File: config.mk
export PLATFORM = sky130hd
export DESIGN_NAME = vnr_responder
export DESIGN_NICKNAME = d
export VERILOG_FILES = /design/src/hdl/vnr_pkg.sv /design/src/hdl/vnr_slow_payload.sv /design/src/hdl/vnr_responder.sv
export SDC_FILE = /design/constraint.sdc
export NUM_CORES = 1
export LEC_CHECK = 0
export BUFFER_PORTS_ARGS = -buffer_cell sky130_fd_sc_hd__buf_2
export CAP_MARGIN = 10
export CORE_AREA = 4 4 268 270
export CTS_CLUSTER_DIAMETER = 120
export DETAILED_ROUTE_END_ITERATION = 8
export DIE_AREA = 0 0 272 274
export SYNTH_ARGS = -nofsm -noshare
export SYNTH_HDL_FRONTEND = slang
export SYNTH_SLANG_ARGS = --single-unit
File: constraint.sdc
create_clock -name ref_clk -period 14.3 [get_ports ref_clk]
set_input_delay 1.43 -clock ref_clk [delete_from_list [all_inputs] [get_ports ref_clk]]
set_output_delay 1.43 -clock ref_clk [all_outputs]
set_load 0.005 [all_outputs]
File: src/hdl/vnr_pkg.sv
// Purpose: shared constants and carriers for the valve node transmit scheduler
// Assumes: 200 MHz ref_clk, CAN frame engine outside consumes one tx request at a time
// Notes: identifiers are 11-bit base plus node id
`default_nettype none
package vnr_pkg;
	// ------------------------------------------------------------
	// timing
	// ------------------------------------------------------------
	localparam int unsigned CLK_MHZ = 200; // ref_clk rate
	localparam int unsigned SLOW_TICK_MS = 2; // slow tx spacing
	localparam int unsigned SLOW_TICK_CYC = SLOW_TICK_MS * 1000 * CLK_MHZ;
	localparam int unsigned LINK_TMO_MS = 40; // typical sync/fast timeout
	localparam int unsigned LINK_TMO_CYC = LINK_TMO_MS * 1000 * CLK_MHZ;
	// ------------------------------------------------------------
	// identifiers
	// ------------------------------------------------------------
	localparam logic [10:0] ID_FAST = 11'h180;
	localparam logic [10:0] ID_TEMP = 11'h280;
	localparam logic [10:0] ID_VOLT = 11'h380;
	localparam logic [10:0] ID_POS = 11'h480;
	localparam logic [10:0] ID_CURF = 11'h1E0;
	localparam logic [10:0] ID_FLG0 = 11'h2E0;
	localparam logic [10:0] ID_FLG4 = 11'h3E0;
	localparam logic [10:0] ID_FLG8 = 11'h4E0;
	localparam logic [10:0] ID_RX_SLOW1 = 11'h300; // first slow parameter message
	localparam logic [10:0] ID_RX_SLOW5 = 11'h260; // first of the second slow rx group
	localparam logic [10:0] ID_RX_SLOW8 = 11'h560; // last slow parameter message
	localparam logic [10:0] ID_RX_FAST = 11'h200;
	localparam logic [10:0] ID_SDO_RX = 11'h600; // sdo request from master
	localparam logic [10:0] ID_SDO_TX = 11'h580; // sdo reply to master
	localparam logic [2:0] SLOW_LAST = 3'h6; // index of last slow pdo (7 of them)
	localparam logic [3:0] FAST_DLC = 4'h5;
	localparam logic [3:0] FULL_DLC = 4'h8;
	localparam logic [7:0] SDO_ABORT_CS = 8'h80; // abort transfer command
	localparam logic [31:0] SDO_ERR_RO = 32'h06010002; // object is read only
	// ------------------------------------------------------------
	// carriers
	// ------------------------------------------------------------
	typedef struct packed {
		logic [10:0] id;
		logic [3:0] dlc;
		logic [63:0] data; // byte 0 in [7:0]
	} vnr_frame_s;
	typedef struct packed {
		logic [15:0] act_pos;
		logic [15:0] act_cur;
		logic [5:0] stat;
		logic [31:0] drv_temp;
		logic [31:0] in_cur;
		logic [31:0] in_v1;
		logic [31:0] in_v2;
		logic [31:0] pos1;
		logic [31:0] pos2;
		logic [31:0] cur_filt;
		logic [13:0][15:0] flags; // status error flag words 0..13
	} vnr_status_s;
	typedef enum logic [1:0] {
		ST_IDLE = 2'b00,
		ST_SEND = 2'b01, // one bit from idle and from wait
		ST_WAIT = 2'b11
	} vnr_seq_e;
endpackage : vnr_pkg
`default_nettype wire

File: src/hdl/vnr_slow_payload.sv
// Purpose: builds one slow transmit pdo frame by sequence index
// Assumes: index 0..6 covers the seven slow pdos in send order
// Notes: purely combinational, unused bytes are zero
`default_nettype none
module vnr_slow_payload
	import vnr_pkg::*;
(
	input wire logic [2:0] idx,
	input wire logic [6:0] node_id,
	input wire vnr_status_s st,
	output vnr_frame_s frm
);
	// ------------------------------------------------------------
	// payload mux
	// ------------------------------------------------------------
	always_comb begin
		frm = '0;
		frm.dlc = FULL_DLC;
		case (idx)
			3'h0: begin // temperature and input current
				frm.id = ID_TEMP;
				frm.data = {st.in_cur, st.drv_temp};
			end
			3'h1: begin // two input voltages
				frm.id = ID_VOLT;
				frm.data = {st.in_v2, st.in_v1};
			end
			3'h2: begin // two actual positions
				frm.id = ID_POS;
				frm.data = {st.pos2, st.pos1};
			end
			3'h3: begin // filtered current, bytes 4-7 unused
				frm.id = ID_CURF;
				frm.data = {32'h0, st.cur_filt};
			end
			3'h4: begin // flag words 0..3
				frm.id = ID_FLG0;
				frm.data = {st.flags[3], st.flags[2], st.flags[1], st.flags[0]};
			end
			3'h5: begin // flag words 4, 5, 13, blank tail
				frm.id = ID_FLG4;
				frm.data = {16'h0, st.flags[13], st.flags[5], st.flags[4]};
			end
			3'h6: begin // flag words 8, 9, 10
				frm.id = ID_FLG8;
				frm.data = {16'h0, st.flags[10], st.flags[9], st.flags[8]};
			end
			default: begin
				frm.id = ID_TEMP;
			end
		endcase
		frm.id = frm.id + {4'h0, node_id};
	end
endmodule : vnr_slow_payload
`default_nettype wire

File: src/hdl/vnr_responder.sv
// Purpose: valve node transmit scheduler, fast and slow pdo framing
// Assumes: rx frames arrive as one-cycle valid pulses from a can controller
// Notes: tx is one frame held until tx_ready accepts it
// What this block does
// - no slow tx before first slow rx
// - first slow rx starts full slow sequence
// - slow frames spaced on 2 ms tick
// - any slow parameter rx sets params_rx_q
// - fast pdo position, current, status bits
// - pdo 0x2E0 carries flag words 0-3
// - pdo 0x3E0 carries words 4,5,13
// - pdo 0x4E0 carries words 8,9,10
// - sdo parameter writes are rejected
// - sync applies demand, sends fast pdo
// - flag failure on sync/fast timeout
`default_nettype none
module vnr_responder
	import vnr_pkg::*;
#(
	parameter int unsigned TICK_CYC = SLOW_TICK_CYC, // shortenable for simulation
	parameter int unsigned TMO_CYC = LINK_TMO_CYC // shortenable for simulation
) (
	input wire logic ref_clk,
	input wire logic sys_rst,
	input wire logic [6:0] node_id,
	input wire logic rx_valid,
	input wire vnr_frame_s rx_frame,
	input wire logic sync_rx,
	input wire vnr_status_s status,
	input wire logic tx_ready,
	output logic tx_valid,
	output vnr_frame_s tx_frame,
	output logic [31:0] demand_q,
	output logic params_rx_q,
	output logic comm_fail_q
);
	// ------------------------------------------------------------
	// checks
	// ------------------------------------------------------------
	// refused at elaboration, the pacing compare needs a count of two or more
	if (TICK_CYC < 2 || TMO_CYC < 2) begin : g_bad_count
		$error("tick and timeout counts must be at least 2");
	end

	// ------------------------------------------------------------
	// state
	// ------------------------------------------------------------
	typedef struct packed {
		vnr_seq_e seq; // slow sequence state
		logic [2:0] idx; // next slow pdo index
		logic [31:0] tick; // 2 ms pacing counter
		logic [31:0] tmo; // link timeout counter
		logic fast_seen; // fast demand since last check
		logic sync_seen; // sync since last check
		logic [31:0] pend; // latest fast demand, not yet applied
		logic [31:0] demand; // applied demand
		logic params; // any slow parameter seen
		logic fail; // communication failure
		logic fast_pend; // fast pdo owed after sync
		logic sdo_pend; // abort reply owed
		logic [15:0] sdo_idx; // index of rejected object
		logic [7:0] sdo_sub;
		logic txv;
		vnr_frame_s txf;
	} vnr_state_s;

	vnr_state_s s_q; // registered state
	vnr_state_s s_d; // next state
	vnr_frame_s slow_frm; // current slow payload
	logic [10:0] rx_base; // rx id minus node id
	logic rx_fast; // fast demand frame for this node
	logic rx_slow; // any slow parameter frame for this node
	logic sdo_wr; // sdo download request, always refused

	vnr_slow_payload u_pay (
		.idx(s_q.idx),
		.node_id(node_id),
		.st(status),
		.frm(slow_frm)
	);

	assign rx_base = rx_frame.id - {4'h0, node_id};
	assign rx_fast = rx_valid && rx_base == ID_RX_FAST;
	// slow rx ids form two groups, low byte 00 from 0x300 and low byte 60 from 0x260
	assign rx_slow = rx_valid && ((rx_base[7:0] == ID_RX_SLOW1[7:0] &&
		rx_base[10:8] >= ID_RX_SLOW1[10:8] && rx_base[10:8] <= ID_RX_SLOW8[10:8]) ||
		(rx_base[7:0] == ID_RX_SLOW5[7:0] && rx_base[10:8] >= ID_RX_SLOW5[10:8] &&
		rx_base[10:8] <= ID_RX_SLOW8[10:8]));
	assign sdo_wr = rx_valid && rx_base == ID_SDO_RX && rx_frame.data[7:5] == 3'h1;

	// ------------------------------------------------------------
	// next state
	// ------------------------------------------------------------
	always_comb begin
		s_d = s_q;
		// accepted frame drops, so a new one can be loaded
		if (s_q.txv && tx_ready) begin
			s_d.txv = 1'b0;
		end
		// receive decode
		if (rx_valid) begin
			if (rx_fast) begin
				s_d.pend = rx_frame.data[31:0]; // held until sync
				s_d.fast_seen = 1'b1;
			end
			if (rx_slow) begin
				s_d.params = 1'b1;
			end
			// only the first slow message opens a sequence; repeats mid-run ignored
			if (rx_base == ID_RX_SLOW1 && s_q.seq == ST_IDLE) begin
				s_d.seq = ST_SEND;
				s_d.idx = 3'h0;
			end
			if (sdo_wr) begin
				s_d.sdo_pend = 1'b1;
				s_d.sdo_idx = rx_frame.data[23:8];
				s_d.sdo_sub = rx_frame.data[31:24];
			end
		end
		if (sync_rx) begin
			s_d.demand = s_q.pend;
			s_d.fast_pend = 1'b1;
			s_d.sync_seen = 1'b1;
		end
		// link supervision window
		if (s_q.tmo == TMO_CYC - 1) begin
			s_d.tmo = '0;
			s_d.fail = !(s_q.fast_seen && s_q.sync_seen);
			// an event on the closing edge counts for the next window
			s_d.fast_seen = rx_fast;
			s_d.sync_seen = sync_rx;
		end else begin
			s_d.tmo = s_q.tmo + 32'h1;
		end
		// slow pacing
		case (s_q.seq)
			ST_IDLE: begin
				s_d.tick = '0;
			end
			ST_WAIT: begin
				if (s_q.tick >= TICK_CYC - 1) begin
					s_d.seq = ST_SEND;
				end else begin
					s_d.tick = s_q.tick + 32'h1;
				end
			end
			ST_SEND: begin
				s_d.tick = s_q.tick + 32'h1; // tick runs from previous launch
			end
			default: begin
				s_d.seq = ST_IDLE;
			end
		endcase
		// transmit arbiter: fast first, then sdo, then slow
		if (!s_d.txv) begin
			if (s_q.fast_pend) begin
				s_d.fast_pend = sync_rx; // a sync on this edge still owes a reply
				s_d.txv = 1'b1;
				s_d.txf.id = ID_FAST + {4'h0, node_id};
				s_d.txf.dlc = FAST_DLC;
				s_d.txf.data = {24'h0, 2'b00, status.stat, status.act_cur,
					status.act_pos};
			end else if (s_q.sdo_pend) begin
				s_d.sdo_pend = sdo_wr; // a request on this edge is not lost
				s_d.txv = 1'b1;
				s_d.txf.id = ID_SDO_TX + {4'h0, node_id};
				s_d.txf.dlc = FULL_DLC;
				s_d.txf.data = {SDO_ERR_RO, s_q.sdo_sub, s_q.sdo_idx,
					SDO_ABORT_CS};
			end else if (s_q.seq == ST_SEND) begin
				s_d.txv = 1'b1;
				s_d.txf = slow_frm;
				s_d.tick = '0;
				if (s_q.idx == SLOW_LAST) begin
					s_d.seq = ST_IDLE;
				end else begin
					s_d.idx = s_q.idx + 3'h1;
					s_d.seq = ST_WAIT;
				end
			end
		end
	end

	// ------------------------------------------------------------
	// state register
	// ------------------------------------------------------------
	always_ff @(posedge ref_clk or posedge sys_rst) begin
		if (sys_rst) begin
			s_q <= '0;
		end else begin
			s_q <= s_d;
		end
	end

	assign tx_valid = s_q.txv;
	assign tx_frame = s_q.txf;
	assign demand_q = s_q.demand;
	assign params_rx_q = s_q.params;
	assign comm_fail_q = s_q.fail;

	// ------------------------------------------------------------
	// checks on behaviour
	// ------------------------------------------------------------
	a_no_early_slow: assert property (@(posedge ref_clk) disable iff (sys_rst)
		!s_q.params |-> !(tx_valid && (tx_frame.id == ID_TEMP + {4'h0, node_id} ||
		tx_frame.id == ID_FLG8 + {4'h0, node_id})))
		else $error("slow pdo sent before parameters");
	a_seq_start: assert property (@(posedge ref_clk) disable iff (sys_rst)
		rx_valid && rx_base == ID_RX_SLOW1 && s_q.seq == ST_IDLE |=> s_q.seq != ST_IDLE)
		else $error("slow sequence did not start");
	a_tick_space: assert property (@(posedge ref_clk) disable iff (sys_rst)
		s_q.seq == ST_WAIT && $past(s_q.seq) == ST_SEND |-> s_q.tick <= 32'h1)
		else $error("slow tick not restarted");
	a_param_flag: assert property (@(posedge ref_clk) disable iff (sys_rst)
		rx_valid && rx_base == ID_RX_SLOW1 |=> params_rx_q)
		else $error("parameter flag not set");
	a_sync_apply: assert property (@(posedge ref_clk) disable iff (sys_rst)
		sync_rx |=> demand_q == $past(s_q.pend))
		else $error("demand not applied on sync");
	// sdo or slow loads on the sync edge would rightly push the fast reply back
	a_fast_reply: assert property (@(posedge ref_clk) disable iff (sys_rst)
		sync_rx && !s_q.txv && !s_q.fast_pend && !s_q.sdo_pend && s_q.seq != ST_SEND |=>
		##1 tx_valid && tx_frame.id == ID_FAST + {4'h0, node_id} &&
		tx_frame.dlc == FAST_DLC)
		else $error("fast pdo missing after sync");
	a_fast_pad: assert property (@(posedge ref_clk) disable iff (sys_rst)
		tx_valid && tx_frame.id == ID_FAST + {4'h0, node_id} |-> tx_frame.data[63:38] == '0)
		else $error("fast pdo unused bits set");
	a_sdo_reject: assert property (@(posedge ref_clk) disable iff (sys_rst)
		tx_valid && tx_frame.id == ID_SDO_TX + {4'h0, node_id} |->
		tx_frame.data[7:0] == SDO_ABORT_CS)
		else $error("sdo write not aborted");
	a_link_fail: assert property (@(posedge ref_clk) disable iff (sys_rst)
		s_q.tmo == TMO_CYC - 1 && !s_q.sync_seen |=> comm_fail_q)
		else $error("timeout not flagged");
	c_seq_end: cover property (@(posedge ref_clk) disable iff (sys_rst)
		s_q.seq == ST_SEND && s_q.idx == SLOW_LAST && !s_d.txv ##1 s_q.seq == ST_IDLE);
	c_fast: cover property (@(posedge ref_clk) disable iff (sys_rst) sync_rx ##[1:3] tx_valid);
	c_fail: cover property (@(posedge ref_clk) disable iff (sys_rst) $rose(comm_fail_q));
endmodule : vnr_responder
`default_nettype wire

After elaboration in Yosys (flattened, before gate mapping)
Cells that the tools add are included.
{"block": "classes", "n_eq_ne": 14, "n_mux": 31, "bitwise_logic": 1, "addsub": 7, "n_reduce_logical": 26, "order_cmp": 4}
{"op": "$pmux 64 s7", "n": 1}
{"op": "$mux 80", "n": 4}
{"op": "$mux 37", "n": 4}
{"op": "$pmux 32 s3", "n": 1}
{"op": "$pmux 11 s6", "n": 1}
{"op": "$add 32x1->32 const B", "n": 2}
{"op": "$mux 32", "n": 2}
{"op": "$mux 25", "n": 2}
{"op": "$eq 32x23->1 const B", "n": 1}
{"op": "$ge 32x19->1 const B", "n": 1}
{"op": "$eq 11x10->1 const B", "n": 2}
{"op": "$add 11x7->11", "n": 1}
{"op": "$add 11x7->11 const A", "n": 1}
{"op": "$eq 11x11->1 const B", "n": 1}
{"op": "$logic_and 1x1->1", "n": 11}
{"op": "$sub 11x7->11", "n": 1}
{"op": "$add 9x7->10 const A", "n": 1}
{"op": "$mux 5", "n": 2}
{"op": "$reduce_and 2->1", "n": 5}
{"op": "$eq 3x3->1 const B", "n": 3}
{"op": "$eq 8x7->1 const B", "n": 1}
{"op": "$logic_not 8->1", "n": 1}
{"op": "$mux 1", "n": 8}
{"op": "$mux 2", "n": 4}
{"op": "17 further kinds", "n": 22}
{"block": "word_totals", "input_bits": 577, "out_inout_bits": 114, "word_cells": 101, "ff_bits": 243}

Logic depth before layout (Yosys ltp)
Gate-level depths: netlist of run 1.
{"block": "depth", "depth_word": 11, "ltp_mapped": 13, "mapped_depth_nobuf": 10}

Cells and area by module
From an unflattened synthesis of run 1, not the netlist that was laid out.
{"block": "hier_totals", "cells_unflattened": 1552, "area_unflattened_um2": 15158.3}
{"module": "vnr_responder", "area_per_inst_um2": 11960.2, "cells_per_inst": 1138, "n_inst": 1, "seq_area_each_um2": 6080.8}
{"module": "vnr_slow_payload", "area_per_inst_um2": 3198.1, "cells_per_inst": 414, "n_inst": 1, "seq_area_each_um2": 0.0}

Least setup slack after synthesis of run 1
OpenSTA, ideal clock, no wires.
{"block": "synth_timing", "path_type": "in2reg", "start": "in node_id[2]", "end": "reg s_q[140] (netlist name)", "slack_ns": 10.533, "n_path_buf": 1, "required_ns": 14.175, "setup_ns": 0.125, "arrival_time_ns": 3.642, "path_stages": 9, "path_cell_list": "inv_1 ha_1 o21a_1 a21boi_0 o311ai_0 nor3_1 nand2_1 buf_4 mux2_2"}
{"block": "synth_via", "elab_chain_cells": 4}
{"item": "from (decl)", "line": "vnr_responder.sv:25", "source": "input wire logic [6:0] node_id,"}
{"item": "$sub 11x7->11", "line": "vnr_responder.sv:82", "source": "assign rx_base = rx_frame.id - {4'h0, node_id};"}
{"item": "$eq 11x10->1", "line": "vnr_responder.sv:83", "source": "assign rx_fast = rx_valid && rx_base == ID_RX_FAST;"}
{"item": "$logic_and 1x1->1", "line": "vnr_responder.sv:83"}
{"item": "$reduce_and 2->1 (no line)"}
{"item": "to (signal assigned)", "line": "vnr_responder.sv:189", "source": "s_q <= '0;"}
{"item": "to (signal assigned)", "line": "vnr_responder.sv:191", "source": "s_q <= s_d;"}
{"item": "to (decl)", "line": "vnr_responder.sv:67", "source": "vnr_state_s s_q;"}
No other way between the ends.
A chain may end at the register's enable or synchronous reset.

Worst setup path after layout of run 1
{"block": "layout_timing", "start": "reg s_q[239] (netlist name)", "end": "reg s_q, in the netlist tx_frame[78]"}
{"block": "layout_via", "elab_chain_cells": 6, "word_cells_on_any_way": 11, "cone_classes": "add/sub (1); eq/ne (6); mux (4)"}
{"item": "$eq 3x3->1, or another cell as far along", "line": "vnr_slow_payload.sv:19", "source": "case (idx)"}
{"item": "$pmux 11 s6 (*)", "line": "vnr_slow_payload.sv:19"}
{"item": "$add 11x7->11 (*)", "line": "vnr_slow_payload.sv:52", "source": "frm.id = frm.id + {4'h0, node_id};"}
{"item": "$mux 80 (*)", "line": "vnr_responder.sv:170", "source": "end else if (s_q.seq == ST_SEND) begin"}
{"item": "$mux 80 (*)", "line": "vnr_responder.sv:163", "source": "end else if (s_q.sdo_pend) begin"}
{"item": "$mux 80 (*)", "line": "vnr_responder.sv:156", "source": "if (s_q.fast_pend) begin"}
Every way passes the cells marked *; elsewhere a longest branch is shown, timed or not. The select of a mux whose other input is x is not followed.

==> metrics.csv, run 1 <==
metric;value;unit
Post-CTS Setup Repair Bufs;0;
clock share of power;40.3;%
RSZ-0062 raised after global routing;no;
post-CTS resize count;0;
RR Startpoint;s_q[239]$_DFF_PP0_;
CP max FO;39;
hold path endpoint;comm_fail_q$_DFFE_PP0N_;
Avg Inst Size Synth;9.89;um^2
die area;74500;um^2
Hold Crit Class;reg -> reg;
Setup CP Type;reg -> reg;
Hold Path Depth;1;
Hold Buf Count CTS;0;
pre-CTS setup slack;10.05;ns
routability cong.;0.824;
CP Cell Sequence;inv_1, ha_4, and2_1, buf_4, or4_1, ha_1, a21oi_1, nor2_1, xnor2_1, a31oi_1, o221a_2;
final setup TNS;0;ns
Final Max Tran Viols;0;
post-synth cell types;71;
remaining global-route overflow;0;
H-tree levels;1;
clock sink count;241;
worst stage delay on the critical path;0.65;ns
status;complete, no violations;
R2R Setup Slk;10.63;ns
NetSw;680;uW
antenna violations before repair;25;
Synth Register Bits;241;
Sw Ratio;32.2;%
final net count;2436;
Die X-Extent;272;um
combinational power share;25.2;%
row count;97;
PortBufs;589;
max cap viols;0;
clock skew;0.0161;ns
Slew Limit Headroom;24.0;%
Num CTS Buffers;31;
fin crit share;25.7;%
Period minus WS final;3.67;ns
Final Setup Violations;0;
PD cells;116;nW/um^2
FFs w/ async S/R, synth;100;%
Int Pwr;1.43;mW
via count;13564;
met2 usage;24.2;%
syn nets;2001;
CP bufs+invs;2;
Seq/Total Area, Yosys;43.4;%
placed wire-length estimate;47600;um
Arr. time, crit path;4.15;ns
DIE HEIGHT;274;um
GR peak layer;met2;
mapped cell area;13900;um^2
Hold Crit Start;s_q[172]$_DFFE_PP0P_;
final hold violations;0;
core area;69500;um^2
top cell type's share of synthesized area;43.4;%
DR iter-0 viols;1132;
Max Fclk;272;MHz
main flop type after synthesis;dfrtp_1;
DRT Pass-1 Iters;7;
CTS tree;yes;
Worst R2R Path Depth;11;
DRT antenna net count;0;
Syn Inst Count;1406;
Max IR drop VDD;0.0774;mV
GR Util met1;20.5;%
Ports;691;
Area contributors post-synth;dfrtp_1 (43%), mux2_2 (8.1%), buf_4 (6.3%), a222oi_1 (4.1%), o21ai_0 (3.5%);
largest net degree at the start of global routing;133;
first-pass GRT wire length;86800;um
clk_lat worst skew;0.59;ns
Total Routing Usage GR;15.5;%
residual DRC count;0;
met3 usage;5.45;%
CP Launch Type;flip-flop;
Setup crit end kind;flip-flop;
R2R Path End;tx_frame[78]$_DFFE_PP0P_;
Area Growth Syn to Fin;30.8;%
Root Driver;clkbuf_16;
Post-synth EDFFs;0;
Initial Util;20.0;%
leading cell type in the layout, fill and taps excluded;buf_2;
Clock transition at path regs;0.06;ns
CP Data Required Time;14.78;ns
Seq pwr share;34.5;%
slowest library cell on the worst path;or4_1;
Pleak;8.74;nW
drt total wl;62900;um
Wirelength per Cell;22.3;um
vias in the first global route;12998;
final worst setup slack;10.63;ns
vias per cell;4.81;
Worst-Margin Slew;1.14;ns
clk buf depth;3;
most frequent cells in the layout;buf_2 (589), dfrtp_1 (240), nor2_1 (105);
top cell family by delay on the critical path;simple AND/OR/NAND/NOR gates;
ratio of cells with drive above 1 in the final layout;42.9;%
Worst Setup SP;s_q[239]$_DFF_PP0_;
area leader, netlist;dfrtp_1;
synth warn;0;
[cells by family after synthesis]
logic type	share of synthesized area, %
simple gates	12.0
mux	8.32
flops	43.4
fa+ha+maj	1.67
buf+inv	9.91
other cells	0.0270
xor+xnor	2.33
compound gates	22.4
[state kept, by name, indices dropped and copies added, names as in the netlist]
register and count:
demand_q 32, tx_frame 77, s_q 129, params_rx_q 1
comm_fail_q 1, tx_valid 1
[metrics by stage]
stage               std cells  hold slack, ns  cell area (um^2)  power (mW)  utilization, %
global route             2812           0.485             18200        2.22            26.1
global placement         2748           0.447             17000        1.28            24.5
floorplan                1406           0.426             13900        1.03               -
detailed placement       2748           0.457             17000        1.28            24.5
CTS                      2806           0.466             18200        2.15            26.1
finish                   2819           0.460             18200        2.11            26.2
[how the worst max path moves through the flow]
stage,to,slack [ns],cells after the start
after global placement,s_q[169]$_DFFE_PP0P_,10.04,9
after CTS,tx_frame[78]$_DFFE_PP0P_,10.52,10
final,tx_frame[78]$_DFFE_PP0P_,10.63,11
after detailed placement,s_q[169]$_DFFE_PP0P_,10.05,9
after floorplan,comm_fail_q$_DFFE_PP0N_,6.25,1
after global routing,tx_frame[78]$_DFFE_PP0P_,10.36,10
[power by group through the flow]
| stage | Combinational (mW) | Clock (mW) | Sequential, mW |
|---|---|---|---|
| finish | 0.533 | 0.851 | 0.730 |
| global route | 0.579 | 0.906 | 0.733 |
| CTS | 0.541 | 0.879 | 0.730 |
| detailed placement | 0.539 | 0 | 0.742 |
| global placement | 0.538 | 0 | 0.741 |
| floorplan | 0.295 | 0 | 0.735 |
[synthesized netlist by cell type, drive strengths merged, types with 8 or more instances]
master,count
a211o,16
a21oi,36
a221o,10
a221oi,52
a222oi,57
a22o,13
a22oi,56
a31oi,18
and2,8
and3,17
buf,135
clkbuf,74
dfrtp,241
ha,17
inv,25
mux2,100
nand2,106
nand3,29
nand4,16
nor2,107
nor2b,10
nor3,13
nor4,9
o211ai,10
o21ai,97
o22ai,20
o31ai,10
xnor2,21
xor2,16
[cell type report]
| type | instances | area [um^2] |
|---|---|---|
| antenna | 13 | 32.5 |
| clock buffer | 40 | 870 |
| clock inverter | 18 | 258 |
| fill | 7519 | 51400 |
| inverter | 25 | 101 |
| multi-input combinational | 930 | 6580 |
| sequential | 241 | 6030 |
| tap | 940 | 1180 |
| timing repair buffer | 612 | 3130 |
[layer usage]
layer | part of all wire [%] | vias up
li1 | - | 6117
met1 | 42 | 6634
met2 | 44 | 694
met3 | 11 | 105
met4 | 2.3 | 14
met5 | 0.13 | -
No activity file was read; power rests on OpenSTA's default activity.
==> run 2, diff against run 1 <==
--- a/config.mk
+++ b/config.mk
@@ -7,10 +7,10 @@
 export LEC_CHECK = 0
 export BUFFER_PORTS_ARGS = -buffer_cell sky130_fd_sc_hd__buf_2
 export CAP_MARGIN = 10
-export CORE_AREA = 4 4 268 270
+export CORE_AREA = 4 4 266 268
 export CTS_CLUSTER_DIAMETER = 120
 export DETAILED_ROUTE_END_ITERATION = 8
-export DIE_AREA = 0 0 272 274
+export DIE_AREA = 0 0 270 272
 export SYNTH_ARGS = -nofsm -noshare
 export SYNTH_HDL_FRONTEND = slang
 export SYNTH_SLANG_ARGS = --single-unit
==> constraint.sdc (replaced) <==
create_clock -name ref_clk -period 3.8 [get_ports ref_clk]
set_input_delay 0.38 -clock ref_clk [delete_from_list [all_inputs] [get_ports ref_clk]]
set_output_delay 0.38 -clock ref_clk [all_outputs]
set_load 0.005 [all_outputs]
==> run 2 against run 1 <==
Largest cell class unchanged. Non-clock buffer count increased by 57. Register-to-register slack got worse by 10 ns. Via count increased by 1.3%. Critical path type unchanged. Combinational power grew to 4.1 times the previous value. Design area is 1.8% higher.
==> metrics.csv, run 2 (synthesis results as in run 1) <==
metric;value;unit;change
Setup crit end kind;flip-flop;;
most frequent cells in the layout;buf_2 (589), dfrtp_1 (240), nor2_1 (105);;
core area;68300;um^2;-1.7%
Area Growth Syn to Fin;33.2;%;
CP Data Required Time;4.31;ns;-10.47 ns
fin crit share;82.5;%;+57 points
Final Max Tran Viols;0;;unchanged
antenna violations before repair;13;;-48%
max cap viols;0;;unchanged
Final Setup Violations;0;;unchanged
Max IR drop VDD;0.364;mV;+370%
DR iter-0 viols;1289;;+14%
Max Fclk;319;MHz;+17%
Arr. time, crit path;3.65;ns;-0.50 ns
Ports;691;;unchanged
final net count;2492;;+2.3%
PD cells;423;nW/um^2;+260%
Total Routing Usage GR;16.5;%;+1.0 points
drt total wl;64700;um;+2.9%
first-pass GRT wire length;92100;um;+6.2%
PortBufs;589;;unchanged
Worst-Margin Slew;1.06;ns;-0.0815 ns
CP max FO;20;;-49%
Reg with most FFs;s_q;;
post-CTS resize count;0;;unchanged
vias in the first global route;13652;;+5.0%
Root Driver;clkbuf_16;;
clk_lat worst skew;0.60;ns;about the same
Largest register FFs;129;;unchanged
vias per cell;4.89;;+1.6%
DRT antenna net count;0;;unchanged
H-tree levels;1;;unchanged
DIE HEIGHT;272;um;-0.73%
remaining global-route overflow;0;;unchanged
Pleak;8.93;nW;+2.2%
CP Launch Type;flip-flop;;
status;complete, no violations;;
Setup CP Type;reg -> reg;;
largest net degree at the start of global routing;88;;-34%
via count;13734;;+1.3%
Slew Limit Headroom;28.7;%;+4.8 points
final setup TNS;0;ns;unchanged
Wirelength per Cell;23.0;um;+3.2%
ratio of cells with drive above 1 in the final layout;42.6;%;-0.30 points
Num CTS Buffers;30;;-3.2%
routability cong.;0.912;;+11%
clock skew;0.0223;ns;+0.00622 ns
RSZ-0062 raised after global routing;no;;
total power;7.84;mW;+270%
die area;73400;um^2;-1.5%
placed wire-length estimate;49600;um;+4.1%
Hold Crit Class;in -> reg;;
Clock transition at path regs;0.06;ns;about the same
CTS tree;yes;;
Initial Util;20.3;%;+0.35 points
row count;96;;-1.0%
DRT Pass-1 Iters;6;;-1
Die X-Extent;270;um;-0.74%
clk buf depth;3;;unchanged
leading cell type in the layout, fill and taps excluded;buf_2;;
Period minus WS final;3.13;ns;-0.540 ns
residual DRC count;0;;unchanged
clock sink count;241;;unchanged
final hold violations;0;;unchanged
[run 2: changes by cell type in the layout (fill, tap and decap cells not counted), moves of 2 or more]
cell	delta
diode_2	-4
bufinv_16	-3
buf_12	+2
buf_4	+19
dlygate4sd3_1	+36
clkinvlp_4	+3
clkinv_2	+4
clkinv_4	-5
[run 2: layout make-up]
class,count,area (um^2)
fill,7313,49800
clock buffer,38,841
sequential,241,6030
tap,882,1100
clock inverter,16,169
multi-input combinational,930,6570
timing repair buffer,669,3680
antenna,9,22.5
inverter,25,97.6
[run 2: critical path, cell delays in order (launching register included)]
cell,delay (ns)
dfrtp_1,0.44
inv_1,0.22
ha_4,0.43
buf_4,0.34
o31ai_2,0.10
buf_4,0.20
or4_1,0.68
a31oi_1,0.43
a221o_1,0.18
[run 2: final timing paths]
kind,from,end,slack (ns),cells past startpoint
worst max-delay path,s_q[238]$_DFF_PP0_,tx_frame[32]$_DFFE_PP0P_,0.67,8
worst min-delay path,status[467],tx_frame[29]$_DFFE_PP0P_,0.04,3
worst max register to register,s_q[238]$_DFF_PP0_,tx_frame[32]$_DFFE_PP0P_,0.67,8
worst min register to register,s_q[172]$_DFFE_PP0P_,comm_fail_q$_DFFE_PP0N_,0.46,1
max in group asynchronous,sys_rst,tx_frame[19]$_DFFE_PP0P_,2.35,4
min in group asynchronous,sys_rst,tx_frame[70]$_DFFE_PP0P_,0.50,3
[run 2: report_power, final]
part           internal [mW]  total [mW]  leakage (nW)  switching (mW)
Clock                   1.70        2.92         0.491            1.22
Combinational          0.834        2.17          5.22            1.34
Sequential              2.67        2.75          3.22          0.0731
Total                   5.21        7.84          8.93            2.63
[run 2: routing by layer]
metal	vias to the layer above	track usage, %	wire [um]
li1	6205	-	-
met1	6759	22.0	28500
met2	669	25.8	28600
met3	93	5.17	5690
met4	8	4.54	1810
met5	-	0	60
[run 2: timing repair]
| action | 4_1_cts | 5_1_grt |
|---|---|---|
| buffers inserted | 0 | 0 |
| hold buffers | 36 | 0 |
| endpoints found under the hold margin | 72 | 0 |
| setup endpoints to repair | 0 | 0 |
[run 2: metrics by stage]
step	cell area, um^2	utilization [%]	std cells	hold WS (ns)	setup WS (ns)
2_1_floorplan	13900	-	1406	0.426	0.258
3_3_place_gp	17100	25.0	2711	0.445	0.709
3_5_place_dp	17100	25.0	2711	0.443	0.675
4_1_cts	18500	27.1	2801	0.000527	0.654
5_1_grt	18500	27.1	2803	0.00590	0.541
6_report	18500	27.1	2810	0.0424	0.667
==> run 3, diff against run 2 <==
--- a/config.mk
+++ b/config.mk
@@ -7,10 +7,10 @@
 export LEC_CHECK = 0
 export BUFFER_PORTS_ARGS = -buffer_cell sky130_fd_sc_hd__buf_2
 export CAP_MARGIN = 10
-export CORE_AREA = 4 4 266 268
+export CORE_AREA = 4 4 265 267
 export CTS_CLUSTER_DIAMETER = 120
 export DETAILED_ROUTE_END_ITERATION = 8
-export DIE_AREA = 0 0 270 272
+export DIE_AREA = 0 0 269 271
 export SYNTH_ARGS = -nofsm -noshare
 export SYNTH_HDL_FRONTEND = slang
 export SYNTH_SLANG_ARGS = --single-unit
==> constraint.sdc (replaced) <==
create_clock -name ref_clk -period 2.6 [get_ports ref_clk]
set_input_delay 0.26 -clock ref_clk [delete_from_list [all_inputs] [get_ports ref_clk]]
set_output_delay 0.26 -clock ref_clk [all_outputs]
set_load 0.005 [all_outputs]
==> run 3 against run 2 <==
Clock-buffer cell count is the same. Total power grew 54%. Sequential cell count is the same. First-iteration DRC count grew 12%. Critical path depth grew 5. Combinational power grew 67%. Routed wire length grew 3.1%. Design area grew 9.8%. Sequential share of layout area shrank 2.9 points. Global-route usage grew 0.16 points. Non-clock buffer count grew 159. Critical endpoint is now s_q[90]$_DFFE_PP0P_. Highest routed layer unchanged.
==> metrics.csv, run 3 (synthesis results as in run 1) <==
metric;value;unit;change
status;complete, no violations;;
ratio of cells with drive above 1 in the final layout;44.3;%;+1.7 points
row count;96;;unchanged
largest net degree at the start of global routing;110;;+25%
CP max FO;6;;-70%
CP Data Required Time;3.07;ns;-1.24 ns
vias per cell;4.87;;-0.26%
DRT antenna net count;0;;unchanged
CTS tree;yes;;
fin crit share;97.9;%;
Hold Crit Class;in -> reg;;
Setup CP Type;in -> reg;;
Num CTS Buffers;31;;+3.3%
routability cong.;0.873;;-4.2%
Period minus WS final;2.55;ns;
Setup crit end kind;flip-flop;;
Arr. time, crit path;3.02;ns;-0.63 ns
pre-CTS setup slack;-0.234;ns;-0.909 ns
final net count;2652;;+6.4%
clock sink count;241;;unchanged
drt total wl;66700;um;+3.1%
vias in the first global route;14268;;+4.5%
die area;72900;um^2;-0.74%
DIE HEIGHT;271;um;-0.37%
Clock transition at path regs;0.06;ns;about the same
Final Max Tran Viols;0;;unchanged
Root Driver;clkbuf_16;;
final hold violations;0;;unchanged
Largest register FFs;129;;unchanged
final worst setup slack;0.0538;ns;-0.613 ns
Total Routing Usage GR;16.6;%;+0.16 points
placed wire-length estimate;49700;um;+0.26%
Ports;691;;unchanged
Slew Limit Headroom;30.7;%;+1.9 points
Max Fclk;393;MHz;
via count;14483;;+5.5%
total power;12.1;mW;+54%
DRT Pass-1 Iters;9;;+3
max cap viols;0;;unchanged
PortBufs;589;;unchanged
DR iter-0 viols;1446;;+12%
PD cells;595;nW/um^2;+41%
Wirelength per Cell;22.4;um;-2.5%
Reg with most FFs;s_q;;
slowest library cell on the worst path;dlygate4sd3_1;;
Area Growth Syn to Fin;46.3;%;
RSZ-0062 raised after global routing;yes;;
CP Launch Type;primary input;;
Initial Util;20.4;%;+0.072 points
antenna violations before repair;14;;+1
clk_lat worst skew;0.60;ns;about the same
Die X-Extent;269;um;-0.37%
H-tree levels;1;;unchanged
core area;68100;um^2;-0.35%
CP Cell Sequence;dlygate4sd3_1, buf_2, inv_1, ha_1, buf_4, o21a_1, o21ai_2, a211o_1, a211oi_2, nor4b_4, buf_6, clkbuf_16, mux2_2;;
clock skew;0.0135;ns;-0.00882 ns
Pleak;9.79;nW;+9.6%
Max IR drop VDD;0.494;mV;+36%
remaining global-route overflow;0;;unchanged
most frequent cells in the layout;buf_2 (589), dfrtp_1 (237), dlygate4sd3_1 (122);;
leading cell type in the layout, fill and taps excluded;buf_2;;
worst stage delay on the critical path;0.53;ns;-0.15 ns
clk buf depth;3;;unchanged
Worst-Margin Slew;1.04;ns;-0.0192 ns
Final Setup Violations;0;;unchanged
first-pass GRT wire length;91300;um;-0.89%
residual DRC count;0;;unchanged
final setup TNS;0;ns;unchanged
-- run 3: changes by cell type in the layout (fill, tap and decap cells not counted), sizes merged, moves of 2 or more --
cell,change
buf,+69
inv,+2
clkinv,+3
diode,-2
clkbuf,+4
dlygate4sd3,+86
clkinvlp,-2
-- run 3: report_power, final --
group	switching, mW	total (mW)	leakage, nW	internal (mW)
Combinational	2.03	3.62	6.04	1.59
Sequential	0.104	4.01	3.22	3.91
Clock	1.82	4.47	0.534	2.65
-- run 3: layer usage --
| metal | global-route usage (%) | wire length [um] | vias to the layer above |
|---|---|---|---|
| met3 | 5.80 | 7090 | 139 |
| met4 | 6.67 | 2840 | 4 |
| met1 | 21.6 | 27800 | 6993 |
| met2 | 25.3 | 28900 | 813 |
| li1 | - | - | 6534 |
| met5 | 0 | 24 | - |
-- run 3: final timing paths --
path,end,depth (start not counted),startpoint,slack (ns)
max,s_q[90]$_DFFE_PP0P_,13,node_id[2],0.05
min,tx_frame[38]$_DFFE_PP0P_,3,status[390],0.04
max reg2reg,tx_frame[31]$_DFFE_PP0P_,9,s_q[238]$_DFF_PP0_,0.07
min reg2reg,comm_fail_q$_DFFE_PP0N_,1,s_q[173]$_DFFE_PP0P_,0.46
max in group asynchronous,tx_frame[43]$_DFFE_PP0P_,4,sys_rst,1.53
min in group asynchronous,s_q[143]$_DFFE_PP0P_,3,sys_rst,0.14
-- run 3: final cells by class --
class / count / area, um^2
Clock buffer: 38 / 852
Clock inverter: 20 / 224
Fill cell: 7132 / 47800
Timing Repair Buffer: 828 / 5280
Tap cell: 882 / 1100
Inverter: 25 / 97.6
Sequential cell: 241 / 6040
Multi-Input combinational cell: 930 / 6720
Antenna cell: 7 / 17.5
-- run 3: per-stage QoR --
stage	utilization, %	instances	hold slack (ns)	area (um^2)
finish	29.9	2971	0.0410	20300
global placement	25.9	2769	0.193	17700
global route	29.8	2967	0.0191	20300
detailed placement	25.9	2769	0.200	17700
floorplan	-	1406	0.365	14000
CTS	29.5	2955	0.00253	20100
-- run 3: critical path: cells and delay by family --
kind / cells / cell delay, ns
simple gates: 1 / 0.24
fa+ha+maj: 1 / 0.20
buf+inv: 6 / 1.23
compound gates: 4 / 0.77
mux: 1 / 0.33
-- run 3: repair_timing --
item,4_1_cts,5_1_grt
buffers inserted,6,4
endpoints found under the hold margin,240,0
cloned,0,5
pin swaps,5,17
hold buffers,122,0
resized for setup,10,30
setup endpoints to repair,46,67
